<file path="src/design/sensor_out_pkg.sv">
// Shared constants, register map and helpers for the incremental output block.
// Assumes a 100 MHz system clock and 14-bit compensated angle samples.
package sensor_out_pkg;

	localparam int ANGLE_W = 14;
	localparam int FILT_W  = 12;
	localparam int ADDR_W  = 8;
	localparam int WIN_W   = 6;
	localparam int SLEW_W  = 8;

	// Register byte offsets
	localparam logic [ADDR_W-1:0] CTRL_OFF   = 8'h00;
	localparam logic [ADDR_W-1:0] STATUS_OFF = 8'h04;
	localparam logic [ADDR_W-1:0] FILT_OFF   = 8'h08;
	localparam logic [ADDR_W-1:0] ANGLE_OFF  = 8'h0C;

	// Control register fields
	localparam int ROUTE_BIT = 0;
	localparam int IDX_LSB   = 1;
	localparam int POLE_LSB  = 4;
	localparam int WIN_LSB   = 8;
	localparam int SLEW_LSB  = 16;
	localparam logic [31:0] CTRL_RESET = 32'h0000_0000;
	localparam logic [31:0] CTRL_MASK  = 32'h00FF_3FF7;

	// Status register fields
	localparam int DIR_BIT     = 0;
	localparam int PHASE_LSB   = 1;
	localparam int DEFINED_BIT = 3;

	localparam logic [1:0] RESP_OKAY   = 2'h0;
	localparam logic [1:0] RESP_SLVERR = 2'h2;

	// Timing
	localparam int CLK_PERIOD_NS  = 10;
	localparam int SLEW_UNIT_NS   = 1000;
	localparam int SLEW_UNIT_CYC  = (SLEW_UNIT_NS + CLK_PERIOD_NS - 1) / CLK_PERIOD_NS;
	localparam int PO_TIME_US     = 100;
	localparam int PO_CYCLES      = PO_TIME_US * 1000 / CLK_PERIOD_NS;
	localparam int DELAY_TIME_US  = 100;
	localparam int DELAY_CYCLES   = DELAY_TIME_US * 1000 / CLK_PERIOD_NS;

	// Index pulse widths in quadrature states, one per code
	localparam int IDX_STATES [4] = '{1, 2, 3, 4};

	typedef enum logic [1:0] {PH_POWER_ON, PH_DELAY, PH_CATCHUP, PH_RUN} phase_t;

	// Three-phase pattern for each 90 electrical degree sector
	function automatic logic [2:0] comm_pattern(input logic [1:0] sector);
		unique case (sector)
			2'h0: comm_pattern = 3'h4;
			2'h1: comm_pattern = 3'h6;
			2'h2: comm_pattern = 3'h3;
			2'h3: comm_pattern = 3'h1;
		endcase
	endfunction : comm_pattern

endpackage : sensor_out_pkg

</file>
<file path="src/design/angle_window_hysteresis.sv">
// Angle hysteresis window: output follows the head, holds inside the window.
// Assumes one angle sample per valid pulse, same clock as the caller.
module angle_window_hysteresis #(
	parameter int ANGLE_W = 14,
	parameter int WIN_W   = 6
) (
	input  wire logic               aclk,
	input  wire logic               aresetn,
	input  wire logic               restart,
	input  wire logic               sample_valid,
	input  wire logic [ANGLE_W-1:0] sample_angle,
	input  wire logic [WIN_W-1:0]   window,
	output logic      [ANGLE_W-1:0] filt_angle,
	output logic                    direction
);

	typedef struct packed {
		logic               primed;
		logic               dir;
		logic [ANGLE_W-1:0] ang;
	} hys_t;

	hys_t s_q;
	hys_t s_d;

	always_comb
	begin
		logic [ANGLE_W-1:0] delta;
		logic [ANGLE_W-1:0] fwd;
		logic [ANGLE_W-1:0] back;
		delta = ANGLE_W'(sample_angle - s_q.ang);
		fwd   = s_q.dir ? ANGLE_W'(-delta) : delta;
		back  = ANGLE_W'(-fwd);
		s_d   = s_q;
		if (restart)
		begin
			s_d.primed = 1'b0;
			s_d.dir    = 1'b0;
		end
		else if (sample_valid)
		begin
			if (!s_q.primed)
			begin
				// Window starts behind the first angle
				s_d.primed = 1'b1;
				s_d.dir    = 1'b0;
				s_d.ang    = sample_angle;
			end
			else if (!fwd[ANGLE_W-1])
				s_d.ang = sample_angle;
			else if (back > ANGLE_W'(window))
			begin
				s_d.dir = ~s_q.dir;
				s_d.ang = sample_angle;
			end
			// Otherwise held inside the window
		end
	end

	always_ff @(posedge aclk)
	begin
		if (!aresetn)
			s_q <= '0;
		else
			s_q <= s_d;
	end

	assign filt_angle = s_q.ang;
	assign direction  = s_q.dir;

endmodule : angle_window_hysteresis

</file>
<file path="src/design/incremental_commutation_output.sv">
// Quadrature, index and commutation outputs driven from the angle samples,
// with power-up catch-up and optional angle hysteresis, AXI4-Lite registers.
// Assumes angle samples and self-test pulse come from logic on aclk.
//
// How it works
// - Index pulse marks zero, four selectable widths
// - Four-bit pole code n gives n+1 pairs
// - Commutation changes every 90 electrical degrees
// - Routing bit selects hysteresis angle for outputs
// - Outputs undefined during power-on interval
// - Delay phase shows zero angle: A,B low, I high
// - Catch-up steps shorter way, one state per interval
// - Slew setting zero: jump straight to angle
// - Window width counts 360/16384 degree units
// - Filtered angle readable at 12-bit resolution
// - Same direction: output tracks sensor angle
// - Reversal: output holds until window exit
// - Exit on far side flips direction
// - Direction status bit, 0 increasing, 1 decreasing
// - Reset and self-test restart direction increasing
// - Quadrature Gray order 00,01,11,10 increasing
// - Nonzero slew setting steps through valid states
module incremental_commutation_output #(
	parameter int QUAD_BITS    = 12,
	parameter int PO_CYCLES    = sensor_out_pkg::PO_CYCLES,
	parameter int DELAY_CYCLES = sensor_out_pkg::DELAY_CYCLES
) (
	input  wire logic        aclk,
	input  wire logic        aresetn,
	// Angle source
	input  wire logic        angle_valid,
	input  wire logic [13:0] angle_in,
	input  wire logic        logic_self_test_done,
	// Encoder and motor outputs
	output logic             quad_a,
	output logic             quad_b,
	output logic             index_out,
	output logic [2:0]       commutation_outputs,
	output logic             outputs_defined,
	// AXI4-Lite slave
	input  wire logic [7:0]  s_axi_awaddr,
	input  wire logic [2:0]  s_axi_awprot,
	input  wire logic        s_axi_awvalid,
	output logic             s_axi_awready,
	input  wire logic [31:0] s_axi_wdata,
	input  wire logic [3:0]  s_axi_wstrb,
	input  wire logic        s_axi_wvalid,
	output logic             s_axi_wready,
	output logic [1:0]       s_axi_bresp,
	output logic             s_axi_bvalid,
	input  wire logic        s_axi_bready,
	input  wire logic [7:0]  s_axi_araddr,
	input  wire logic [2:0]  s_axi_arprot,
	input  wire logic        s_axi_arvalid,
	output logic             s_axi_arready,
	output logic [31:0]      s_axi_rdata,
	output logic [1:0]       s_axi_rresp,
	output logic             s_axi_rvalid,
	input  wire logic        s_axi_rready
);

	localparam int AW     = sensor_out_pkg::ANGLE_W;
	localparam int SW     = sensor_out_pkg::SLEW_W;
	localparam int PRE    = sensor_out_pkg::SLEW_UNIT_CYC;
	localparam int IDX_W  = 2;
	localparam int POLE_W = 4;

	typedef struct packed {
		logic [31:0]                       ctrl;
		sensor_out_pkg::phase_t            phase;
		logic [31:0]                       timer;
		logic [7:0]                        pre;
		logic [SW-1:0]                     slew_cnt;
		logic [QUAD_BITS-1:0]              pos;
		logic                              a;
		logic                              b;
		logic                              idx;
		logic [2:0]                        comm;
		logic                              aw_have;
		logic [sensor_out_pkg::ADDR_W-1:0] awaddr;
		logic                              w_have;
		logic [31:0]                       wdata;
		logic [3:0]                        wstrb;
		logic                              bvalid;
		logic [1:0]                        bresp;
		logic                              rvalid;
		logic [31:0]                       rdata;
		logic [1:0]                        rresp;
	} state_t;

	state_t s_q;
	state_t s_d;

	// One quadrature state toward the target, the shorter way round
	function automatic logic [QUAD_BITS-1:0] step_toward(
		input logic [QUAD_BITS-1:0] pos,
		input logic [QUAD_BITS-1:0] diff
	);
		if (diff[QUAD_BITS-1])
			step_toward = QUAD_BITS'(pos - 1'b1);
		else
			step_toward = QUAD_BITS'(pos + 1'b1);
	endfunction : step_toward

	// Low two position bits to the A and B lines in Gray order
	function automatic logic [1:0] quad_lines(input logic [QUAD_BITS-1:0] pos);
		quad_lines = {pos[1], pos[1] ^ pos[0]};
	endfunction : quad_lines

	// Lanes not strobed keep their value; unused bits always read zero
	function automatic logic [31:0] merge_lanes(
		input logic [31:0] cur,
		input logic [31:0] wdat,
		input logic [3:0]  strb
	);
		merge_lanes = cur;
		for (int i = 0; i < 4; i++)
			if (strb[i])
				merge_lanes[8*i +: 8] = wdat[8*i +: 8] & sensor_out_pkg::CTRL_MASK[8*i +: 8];
	endfunction : merge_lanes

	// Offsets that answer OKAY; anything else is refused with SLVERR
	function automatic logic reg_known(input logic [sensor_out_pkg::ADDR_W-1:0] addr);
		reg_known = addr == sensor_out_pkg::CTRL_OFF
			|| addr == sensor_out_pkg::STATUS_OFF
			|| addr == sensor_out_pkg::FILT_OFF
			|| addr == sensor_out_pkg::ANGLE_OFF;
	endfunction : reg_known

	logic [AW-1:0]     filt_angle;
	logic              filt_dir;
	logic              route_filt;
	logic [IDX_W-1:0]  idx_code;
	logic [POLE_W-1:0] pole_code;
	logic [5:0]        win_width;
	logic [SW-1:0]     slew_time;

	assign route_filt = s_q.ctrl[sensor_out_pkg::ROUTE_BIT];
	assign idx_code   = s_q.ctrl[sensor_out_pkg::IDX_LSB +: IDX_W];
	assign pole_code  = s_q.ctrl[sensor_out_pkg::POLE_LSB +: POLE_W];
	assign win_width  = s_q.ctrl[sensor_out_pkg::WIN_LSB +: sensor_out_pkg::WIN_W];
	assign slew_time  = s_q.ctrl[sensor_out_pkg::SLEW_LSB +: SW];

	// Window field is in 14-bit angle LSBs, so it compares with raw samples directly
	angle_window_hysteresis #(
		.ANGLE_W (AW),
		.WIN_W   (sensor_out_pkg::WIN_W)
	) u_hys (
		.aclk         (aclk),
		.aresetn      (aresetn),
		.restart      (logic_self_test_done),
		.sample_valid (angle_valid),
		.sample_angle (angle_in),
		.window       (win_width),
		.filt_angle   (filt_angle),
		.direction    (filt_dir)
	);

	always_comb
	begin
		logic [AW-1:0]        sel_angle;
		logic [QUAD_BITS-1:0] target;
		logic [QUAD_BITS-1:0] diff;
		logic [AW+4:0]        elec;
		logic                 tick;
		logic                 step;
		logic                 wr_go;
		logic [31:0]          status;
		// Every local starts defined so no path leaves a latch behind
		sel_angle = '0;
		target    = '0;
		diff      = '0;
		elec      = '0;
		tick      = 1'b0;
		step      = 1'b0;
		wr_go     = 1'b0;
		status    = '0;
		s_d = s_q;

		sel_angle = route_filt ? filt_angle : angle_in;
		target    = sel_angle[AW-1 -: QUAD_BITS];
		diff      = QUAD_BITS'(target - s_q.pos);

		// Slew interval: 1 us tick then count of ticks
		tick = (s_q.pre == 8'(PRE - 1));
		s_d.pre = tick ? 8'h00 : 8'(s_q.pre + 8'h01);
		step = 1'b0;
		if (tick)
		begin
			if (SW'(s_q.slew_cnt + 1'b1) >= slew_time)
			begin
				s_d.slew_cnt = '0;
				step = 1'b1;
			end
			else
				s_d.slew_cnt = SW'(s_q.slew_cnt + 1'b1);
		end

		unique case (s_q.phase)
			sensor_out_pkg::PH_POWER_ON:
			begin
				s_d.timer = s_q.timer + 32'h1;
				if (s_q.timer >= 32'(PO_CYCLES - 1))
				begin
					s_d.phase = sensor_out_pkg::PH_DELAY;
					s_d.timer = '0;
					s_d.pos   = '0;
				end
			end
			sensor_out_pkg::PH_DELAY:
			begin
				s_d.pos   = '0;
				s_d.timer = s_q.timer + 32'h1;
				if (s_q.timer >= 32'(DELAY_CYCLES - 1))
				begin
					s_d.phase    = sensor_out_pkg::PH_CATCHUP;
					s_d.slew_cnt = '0;
				end
			end
			sensor_out_pkg::PH_CATCHUP:
			begin
				if (slew_time == '0)
				begin
					s_d.pos   = target;
					s_d.phase = sensor_out_pkg::PH_RUN;
				end
				else if (diff == '0)
					s_d.phase = sensor_out_pkg::PH_RUN;
				// Shorter way round, one state per slew interval
				else if (step)
					s_d.pos = step_toward(s_q.pos, diff);
			end
			sensor_out_pkg::PH_RUN:
			begin
				if (slew_time == '0)
					s_d.pos = target;
				// Skipped states are walked through in order
				else if (step && diff != '0)
					s_d.pos = step_toward(s_q.pos, diff);
			end
		endcase

		// Pins are parked low while undefined so nothing floats to X
		if (s_d.phase == sensor_out_pkg::PH_POWER_ON)
		begin
			s_d.a    = 1'b0;
			s_d.b    = 1'b0;
			s_d.idx  = 1'b0;
			s_d.comm = '0;
		end
		else
		begin
			{s_d.a, s_d.b} = quad_lines(s_d.pos);
			s_d.idx = (32'(s_d.pos) < 32'(sensor_out_pkg::IDX_STATES[idx_code]));
			// Pole pairs scale mechanical to electrical angle
			elec = (AW+5)'(sel_angle) * (AW+5)'({1'b0, pole_code} + 5'h01);
			s_d.comm = sensor_out_pkg::comm_pattern(elec[AW-1 -: 2]);
		end

		// AXI4-Lite write channel
		if (s_axi_awvalid && s_axi_awready)
		begin
			s_d.aw_have = 1'b1;
			s_d.awaddr  = s_axi_awaddr;
		end
		if (s_axi_wvalid && s_axi_wready)
		begin
			s_d.w_have = 1'b1;
			s_d.wdata  = s_axi_wdata;
			s_d.wstrb  = s_axi_wstrb;
		end
		wr_go = s_q.aw_have && s_q.w_have;
		if (wr_go)
		begin
			s_d.aw_have = 1'b0;
			s_d.w_have  = 1'b0;
			s_d.bvalid  = 1'b1;
			if (s_q.awaddr == sensor_out_pkg::CTRL_OFF)
			begin
				s_d.ctrl  = merge_lanes(s_q.ctrl, s_q.wdata, s_q.wstrb);
				s_d.bresp = sensor_out_pkg::RESP_OKAY;
			end
			// Read-only offsets accept and ignore writes
			else if (reg_known(s_q.awaddr))
				s_d.bresp = sensor_out_pkg::RESP_OKAY;
			else
				s_d.bresp = sensor_out_pkg::RESP_SLVERR;
		end
		else if (s_q.bvalid && s_axi_bready)
			s_d.bvalid = 1'b0;

		// AXI4-Lite read channel
		status = '0;
		status[sensor_out_pkg::DIR_BIT]       = filt_dir;
		status[sensor_out_pkg::PHASE_LSB +: 2] = s_q.phase;
		status[sensor_out_pkg::DEFINED_BIT]   = (s_q.phase != sensor_out_pkg::PH_POWER_ON);
		if (s_axi_arvalid && s_axi_arready)
		begin
			s_d.rvalid = 1'b1;
			s_d.rresp  = sensor_out_pkg::RESP_OKAY;
			unique case (s_axi_araddr)
				sensor_out_pkg::CTRL_OFF:   s_d.rdata = s_q.ctrl;
				sensor_out_pkg::STATUS_OFF: s_d.rdata = status;
				sensor_out_pkg::FILT_OFF:   s_d.rdata = 32'(filt_angle[AW-1 -: sensor_out_pkg::FILT_W]);
				sensor_out_pkg::ANGLE_OFF:  s_d.rdata = 32'(angle_in);
				default:
				begin
					s_d.rdata = '0;
					s_d.rresp = sensor_out_pkg::RESP_SLVERR;
				end
			endcase
		end
		else if (s_q.rvalid && s_axi_rready)
			s_d.rvalid = 1'b0;
	end

	always_ff @(posedge aclk)
	begin
		if (!aresetn)
		begin
			s_q       <= '0;
			s_q.ctrl  <= sensor_out_pkg::CTRL_RESET;
			s_q.phase <= sensor_out_pkg::PH_POWER_ON;
		end
		else
			s_q <= s_d;
	end

	assign quad_a              = s_q.a;
	assign quad_b              = s_q.b;
	assign index_out           = s_q.idx;
	assign commutation_outputs = s_q.comm;
	assign outputs_defined     = (s_q.phase != sensor_out_pkg::PH_POWER_ON);

	assign s_axi_awready = !s_q.aw_have && !s_q.bvalid;
	assign s_axi_wready  = !s_q.w_have && !s_q.bvalid;
	assign s_axi_bvalid  = s_q.bvalid;
	assign s_axi_bresp   = s_q.bresp;
	assign s_axi_arready = !s_q.rvalid;
	assign s_axi_rvalid  = s_q.rvalid;
	assign s_axi_rdata   = s_q.rdata;
	assign s_axi_rresp   = s_q.rresp;

endmodule : incremental_commutation_output

</file>
<file path="config.mk">
export PLATFORM = sky130hd
export DESIGN_NAME = incremental_commutation_output
export DESIGN_NICKNAME = d
export VERILOG_FILES = /design/src/design/sensor_out_pkg.sv /design/src/design/angle_window_hysteresis.sv /design/src/design/incremental_commutation_output.sv
export SDC_FILE = /design/constraint.sdc
export NUM_CORES = 1
export LEC_CHECK = 0
export BUFFER_PORTS_ARGS = -buffer_cell sky130_fd_sc_hd__buf_4
export CORE_MARGIN = 2
export CORE_UTILIZATION = 56
export CTS_CLUSTER_SIZE = 25
export DETAILED_ROUTE_END_ITERATION = 7
export PLACE_DENSITY_LB_ADDON = 0.1
export SLEW_MARGIN = 20
export SYNTH_ARGS = -nofsm -noshare
export SYNTH_HDL_FRONTEND = slang
export SYNTH_SLANG_ARGS = --single-unit
</file>
<file path="constraint.sdc">
create_clock -name aclk -period 15.92 [get_ports aclk]
set_input_delay 3.184 -clock aclk [delete_from_list [all_inputs] [get_ports aclk]]
set_output_delay 3.184 -clock aclk [all_outputs]
set_load 0.1 [all_outputs]
</file>
==> flow_metrics.tcl, run 1 <==
set metrics [dict create \
    cpMostUsedCell "a21o_1" \
    worst_setup_path_end_kind "flop" \
    clkSlewWorstSetupHoldPaths_ns 0.07 \
    tritoncts "yes" \
    dieArea_sq_mm 0.0226 \
    p_leak_nw 5.59 \
    syn_to_final_growth_pct 9.78 \
    crit_arrival_ns 8.39 \
    hp-class "reg2reg" \
    ys_types 96 \
    fmax_mhz 124 \
    clock_skew_ns 0.0151 \
    finalCriticalPeriod_ns 8.06 \
    antenna_found_initial 0 \
    grt_pass1_wl_microns 46100 \
    ys_seq_area_frac 0.275 \
    drv_slew 0 \
    root_buffer "clkbuf_16" \
    finalCritPeriodShare 0.506 \
    die_x_microns 150 \
    critical_path_class "in2reg" \
    cts_buffers 17 \
    clock_path_buffers 2 \
    drt-initial-drc-count 586 \
    crit_fanout 13 \
    final_cell_mix "207 x nand2_1, 165 x dfxtp_1, 105 x buf_4" \
    cts_resized 0 \
    nets 1675 \
    grt_start_max_net_pins 96 \
    slowest_delay_ns 0.51 \
    fin_tns_setup_ns 0 \
    synthDominantCellAreaShare 0.275 \
    drc 0 \
    synth-main-ff-cell "dfxtp_1" \
    p_per_area_mw_per_mm2 78.8 \
    async_flop_share 0 \
    critPathLaunch "angle_in[10]" \
    n_antenna_cell 0 \
    syn_area_sq_mm 0.0120 \
    core_sq_mm 0.0210 \
    fin_ws_ns 7.86 \
    drive_gt1_frac 0.127 \
    clk_latency_ns 0.44 \
    ctsHoldBuffers 0 \
    cp-start-kind "input pin" \
    stdcell_area_sq_mm 0.0132 \
    maxSlewHeadroom 0.338 \
    min_from "s_q[80]" \
    final-hold-violation-count 0 \
    routed_wl_microns 28000 \
    critPathRequiredTime_ns 16.25 \
    ir_drop_v 0.0000722 \
    r2r_end "index_out" \
    synthCells 1447 \
    cp_slowest_cell "or4_1" \
    ys_seq_elements 165 \
    r2r-start "route_filt" \
    start_util 0.571 \
    dpl.hpwl_microns 21100 \
    cp_cell_sequence "buf_4 -> mux2i_1 -> inv_1 -> ha_1 -> a21o_1 -> a21oi_1 -> nor2_1 -> a221o_1 -> nor3_2 -> buf_4 -> ha_1 -> a21o_1 -> a21o_1 -> a21oi_1 -> o21ai_0 -> a31o_2 -> o41ai_1 -> xnor2_1 -> a31oi_1 -> o21bai_1 -> or4_1 -> nor3_1" \
    rrSetupSlack_ns 9.71 \
    cap_violations 0 \
    finalSetupViolCount 0 \
    post_synth.cell_area_avg_sq_um 8.29 \
    ioPinCount 129 \
    grt_use_total 0.253 \
    synth.area.top_cells "dfxtp_1 28%, ha_1 8.0%, nand2_1 6.5%" \
    fp.dieH_microns 150 \
    fp-row-count 53 \
    gp_congestion 0.888 \
    dpl_worst_slack_ns 7.47 \
    htreeDepth 4 \
    wl_per_cell_microns 15.8 \
    postCtsSetupBuffers 0 \
    io_buffers 98 \
    yosysWarnings 0 \
    synth_edf_count 0 \
    first_pass_iters 5 \
    worst_pin_slew_ns 0.989 \
    grt_pass1_vias 9487 \
    drt-vias-per-instance 5.59 \
    placed_area_sq_mm 0.0126 \
    rsz0062_at_grt "no" \
    status "finished, final reports clean" \
    vias 9919 \
    final_common_cell "nand2_1" \
    grt-ovfl-total 0 \
    final_antenna_net_count 0 \
    ff2ff_path_depth 21 \
    yosys.area.top_type "dfxtp_1" \
    cp-endpoint "index_out" \
    cts.sinks 165 \
]
[worst min path at each step]
stage | endpoint | slack, ns | cells past startpoint
detailed placement | s_q[65] | 0.46 | 2
finish | s_q[80] | 0.47 | 2
global placement | s_q[110] | 0.45 | 1
CTS | s_q[65] | 0.47 | 2
global route | s_q[65] | 0.48 | 2
floorplan | s_q[110] | 0.43 | 1
[critical path: cells and delay by family]
| kind | cells | cell delay, ns |
|---|---|---|
| fa+ha+maj | 2 | 0.69 |
| simple gates | 4 | 0.92 |
| compound gates | 11 | 2.45 |
| xor+xnor | 1 | 0.21 |
| buf+inv | 3 | 0.55 |
| mux | 1 | 0.37 |
[registers in the layout (all words and copies together) (netlist names)]
| signal | flops |
|---|---|
| u_hys.direction | 1 |
| s_axi_bresp | 1 |
| u_hys.filt_angle | 14 |
| u_hys.s_q | 1 |
| s_axi_rresp | 1 |
| s_axi_rdata | 22 |
| s_q | 110 |
| s_axi_bvalid | 1 |
| quad_b | 1 |
| index_out | 1 |
| s_axi_rvalid | 1 |
| pole_code | 4 |
| route_filt | 1 |
| quad_a | 1 |
| idx_code | 2 |
| commutation_outputs | 3 |
[layer usage]
layer	GRT usage	vias up	wire, microns
met3	0.0376	25	1200
met2	0.441	188	13800
li1	-	4975	-
met1	0.328	4731	12700
met4	0.0623	0	339
met5	0	-	0
[final cells by class]
type | instances | area [sq um]
Clock inverter | 15 | 154
Sequential cell | 165 | 3300
Clock buffer | 17 | 425
Inverter | 87 | 327
Fill cell | 1936 | 7860
Tap cell | 275 | 344
Multi-Input combinational cell | 1111 | 7820
Timing Repair Buffer | 105 | 788
[kinds of logic (layout without fill, tap and decap cells)]
| family | Yosys count | after routing | synth area share |
|---|---|---|---|
| other | 1 | 12 | 0.000313 |
| adders and majority gates | 107 | 107 | 0.130 |
| and+or+nand+nor | 561 | 561 | 0.229 |
| muxes | 60 | 60 | 0.0554 |
| buffers and inverters | 182 | 224 | 0.0760 |
| AOI/OAI and AO/OA | 273 | 273 | 0.160 |
| DFF | 165 | 165 | 0.275 |
| xor gates and xnor gates | 98 | 98 | 0.0734 |
[cell usage after synthesis, types with 5 or more instances]
| cell type | number |
|---|---|
| a211oi_1 | 5 |
| a21boi_0 | 38 |
| a21o_1 | 17 |
| a21oi_1 | 43 |
| a22o_1 | 8 |
| a22oi_1 | 23 |
| a31oi_1 | 10 |
| and2_1 | 21 |
| and3_1 | 23 |
| buf_4 | 41 |
| clkbuf_1 | 44 |
| dfxtp_1 | 165 |
| fa_1 | 30 |
| ha_1 | 77 |
| inv_1 | 87 |
| mux2_2 | 13 |
| mux2i_1 | 41 |
| nand2_1 | 207 |
| nand2b_1 | 17 |
| nand3_1 | 32 |
| nand3b_1 | 7 |
| nand4_1 | 10 |
| nor2_1 | 102 |
| nor2b_1 | 68 |
| nor3_1 | 21 |
| nor3b_1 | 6 |
| nor4_1 | 15 |
| o21a_1 | 9 |
| o21ai_0 | 59 |
| o21ai_1 | 5 |
| o22a_1 | 5 |
| xnor2_1 | 44 |
| xor2_1 | 51 |
[where the power goes]
group	internal, mW	switching (mW)	total, mW
clock	0.209	0.196	0.405
combinational	0.0759	0.127	0.203
sequential	0.422	0.00736	0.430
total	0.708	0.330	1.04
[metrics by stage]
step,hold WS [ns],total power [mW],util,std cells
6_report,0.467,1.04,0.626,1775
5_1_grt,0.483,1.08,0.626,1775
4_1_cts,0.467,1.04,0.626,1775
3_5_place_dp,0.458,0.641,0.599,1743
3_3_place_gp,0.446,0.637,0.599,1743
2_1_floorplan,0.430,0.597,-,1458
(Power assumes the default switching activity.)
==> inputs of run 2 (changes only) <==
Clock period 15.92 ns to 7.7 ns, I/O delays scaled along.
==> run 2 against run 1 <==
Setup slack got worse by 6.4 ns. Power increased by 110%. Register-to-register slack got worse by 8.1 ns. Flip-flop and latch count unchanged. Critical path depth decreased by 1. Final area about the same. Global-route usage decreased by 0.15 points. Core utilization about the same. Clock skew decreased by 0.0041 ns.
==> flow_metrics.tcl, run 2 (same netlist as run 1, synthesis figures left out) <==
set metrics [dict create \
    ioPinCount 129 \
    nets 1673 \
    grt_pass1_vias 9591 \
    fp.dieH_microns 150 \
    vias 9911 \
    worst_setup_path_end_kind "flop" \
    multi_input_area_sq_mm 0.00783 \
    antenna_found_initial 0 \
    tritoncts "yes" \
    crit_arrival_ns 6.61 \
    largest_reg_flops 110 \
    drt-initial-drc-count 569 \
    first_pass_iters 5 \
    ctsHoldBuffers 0 \
    p_leak_nw 5.58 \
    fp-row-count 53 \
    die_x_microns 150 \
    p_per_area_mw_per_mm2 163 \
    n_antenna_cell 0 \
    fill_cells 1891 \
    finalCritPeriodShare 0.813 \
    start_util 0.571 \
    worst_pin_slew_ns 0.988 \
    cp-start-kind "input pin" \
    postCtsSetupBuffers 0 \
    hp-class "reg2reg" \
    ir_drop_v 0.000168 \
    htreeDepth 4 \
    rsz0062_at_grt "no" \
    top_register "s_q" \
    crit_fanout 9 \
    syn_to_final_growth_pct 9.70 \
    finalCriticalPeriod_ns 6.26 \
    cts_resized 0 \
    grt_pass1_wl_microns 45900 \
    critPathRequiredTime_ns 8.04 \
    fin_tns_setup_ns 0 \
    drv_slew 0 \
    finalSetupViolCount 0 \
    cts.sinks 165 \
    critical_path_class "in2reg" \
    root_buffer "clkbuf_16" \
    final_common_cell "nand2_1" \
    cap_violations 0 \
    io_buffers 98 \
    fmax_mhz 160 \
    routed_wl_microns 27900 \
    drive_gt1_frac 0.127 \
    status "finished, final reports clean" \
    grt_use_total 0.251 \
    drt-vias-per-instance 5.59 \
    final_antenna_net_count 0 \
    clock_path_buffers 2 \
    final-hold-violation-count 0 \
    dpl_worst_slack_ns 1.02 \
    grt_start_max_net_pins 98 \
    dieArea_sq_mm 0.0226 \
    final_cell_mix "207 x nand2_1, 165 x dfxtp_1, 103 x buf_4" \
    clkSlewWorstSetupHoldPaths_ns 0.07 \
    drc 0 \
    regArea_sq_mm 0.00330 \
    clock_skew_ns 0.0110 \
    maxSlewHeadroom 0.340 \
    gp_congestion 0.896 \
    clk_latency_ns 0.43 \
    grt-ovfl-total 0 \
    core_sq_mm 0.0210 \
    wl_per_cell_microns 15.7 \
    dpl.hpwl_microns 21200 \
    cts_buffers 17 \
    fin_ws_ns 1.44 \
]
[run 2: cell count changes in the layout (fill, tap and decap cells not counted)]
cell        change
a211oi_1        -1
a211oi_2        +1
buf_4           -2
clkinv_4        -1
clkinvlp_4      +1
inv_6           -1
inv_8           +1
[run 2: worst paths after layout]
path               endpoint  slack [ns]  cells past startpoint         start
setup / recovery  index_out        1.44                     21  angle_in[10]
hold / removal      s_q[61]        0.47                      2       s_q[61]
setup reg to reg  index_out        1.64                     20    route_filt
hold reg to reg     s_q[61]        0.47                      2       s_q[61]
[run 2: routing by layer]
| metal | global-route usage | vias up | share of wire |
|---|---|---|---|
| met5 | 0 | - | 0 |
| met4 | 0.104 | 0 | 0.035 |
| met3 | 0.0355 | 49 | 0.047 |
| met2 | 0.415 | 214 | 0.46 |
| met1 | 0.330 | 4665 | 0.46 |
| li1 | - | 4983 | - |
[run 2: layout make-up]
class                   instances  share of cell area
multi-input cells            1111               0.595
flip-flops and latches        165               0.251
repair buffers                103              0.0588
clock buffers                  17              0.0323
well taps                     275              0.0262
inverters                      87              0.0248
clock inverters                15              0.0118
[run 2: power by group]
group          internal [mW]  switching (mW)
Combinational          0.157           0.260
Sequential             0.873          0.0151
Clock                  0.433           0.404
Total                   1.46           0.679
[run 2: critical path, cell delays in order]
cell	delay (ns)
buf_4	0.13
mux2i_1	0.35
inv_1	0.18
ha_1	0.42
a21o_1	0.21
a21oi_1	0.20
nor2_1	0.06
a221o_1	0.36
nor3_2	0.36
ha_1	0.33
a21o_1	0.18
a21o_1	0.20
a21oi_1	0.20
o21ai_0	0.14
a31o_2	0.26
o41ai_1	0.31
xnor2_1	0.19
a31oi_1	0.10
o21bai_1	0.17
or4_1	0.50
nor3_1	0.21
[run 2: metrics by stage]
stage	util	total power, mW	hold WS, ns	instances	cell area (sq um)
floorplan	-	1.23	0.430	1458	12000
global placement	0.598	1.32	0.446	1741	12600
detailed placement	0.598	1.32	0.451	1741	12600
CTS	0.626	2.16	0.469	1773	13200
global route	0.626	2.24	0.486	1773	13200
finish	0.626	2.14	0.465	1773	13200
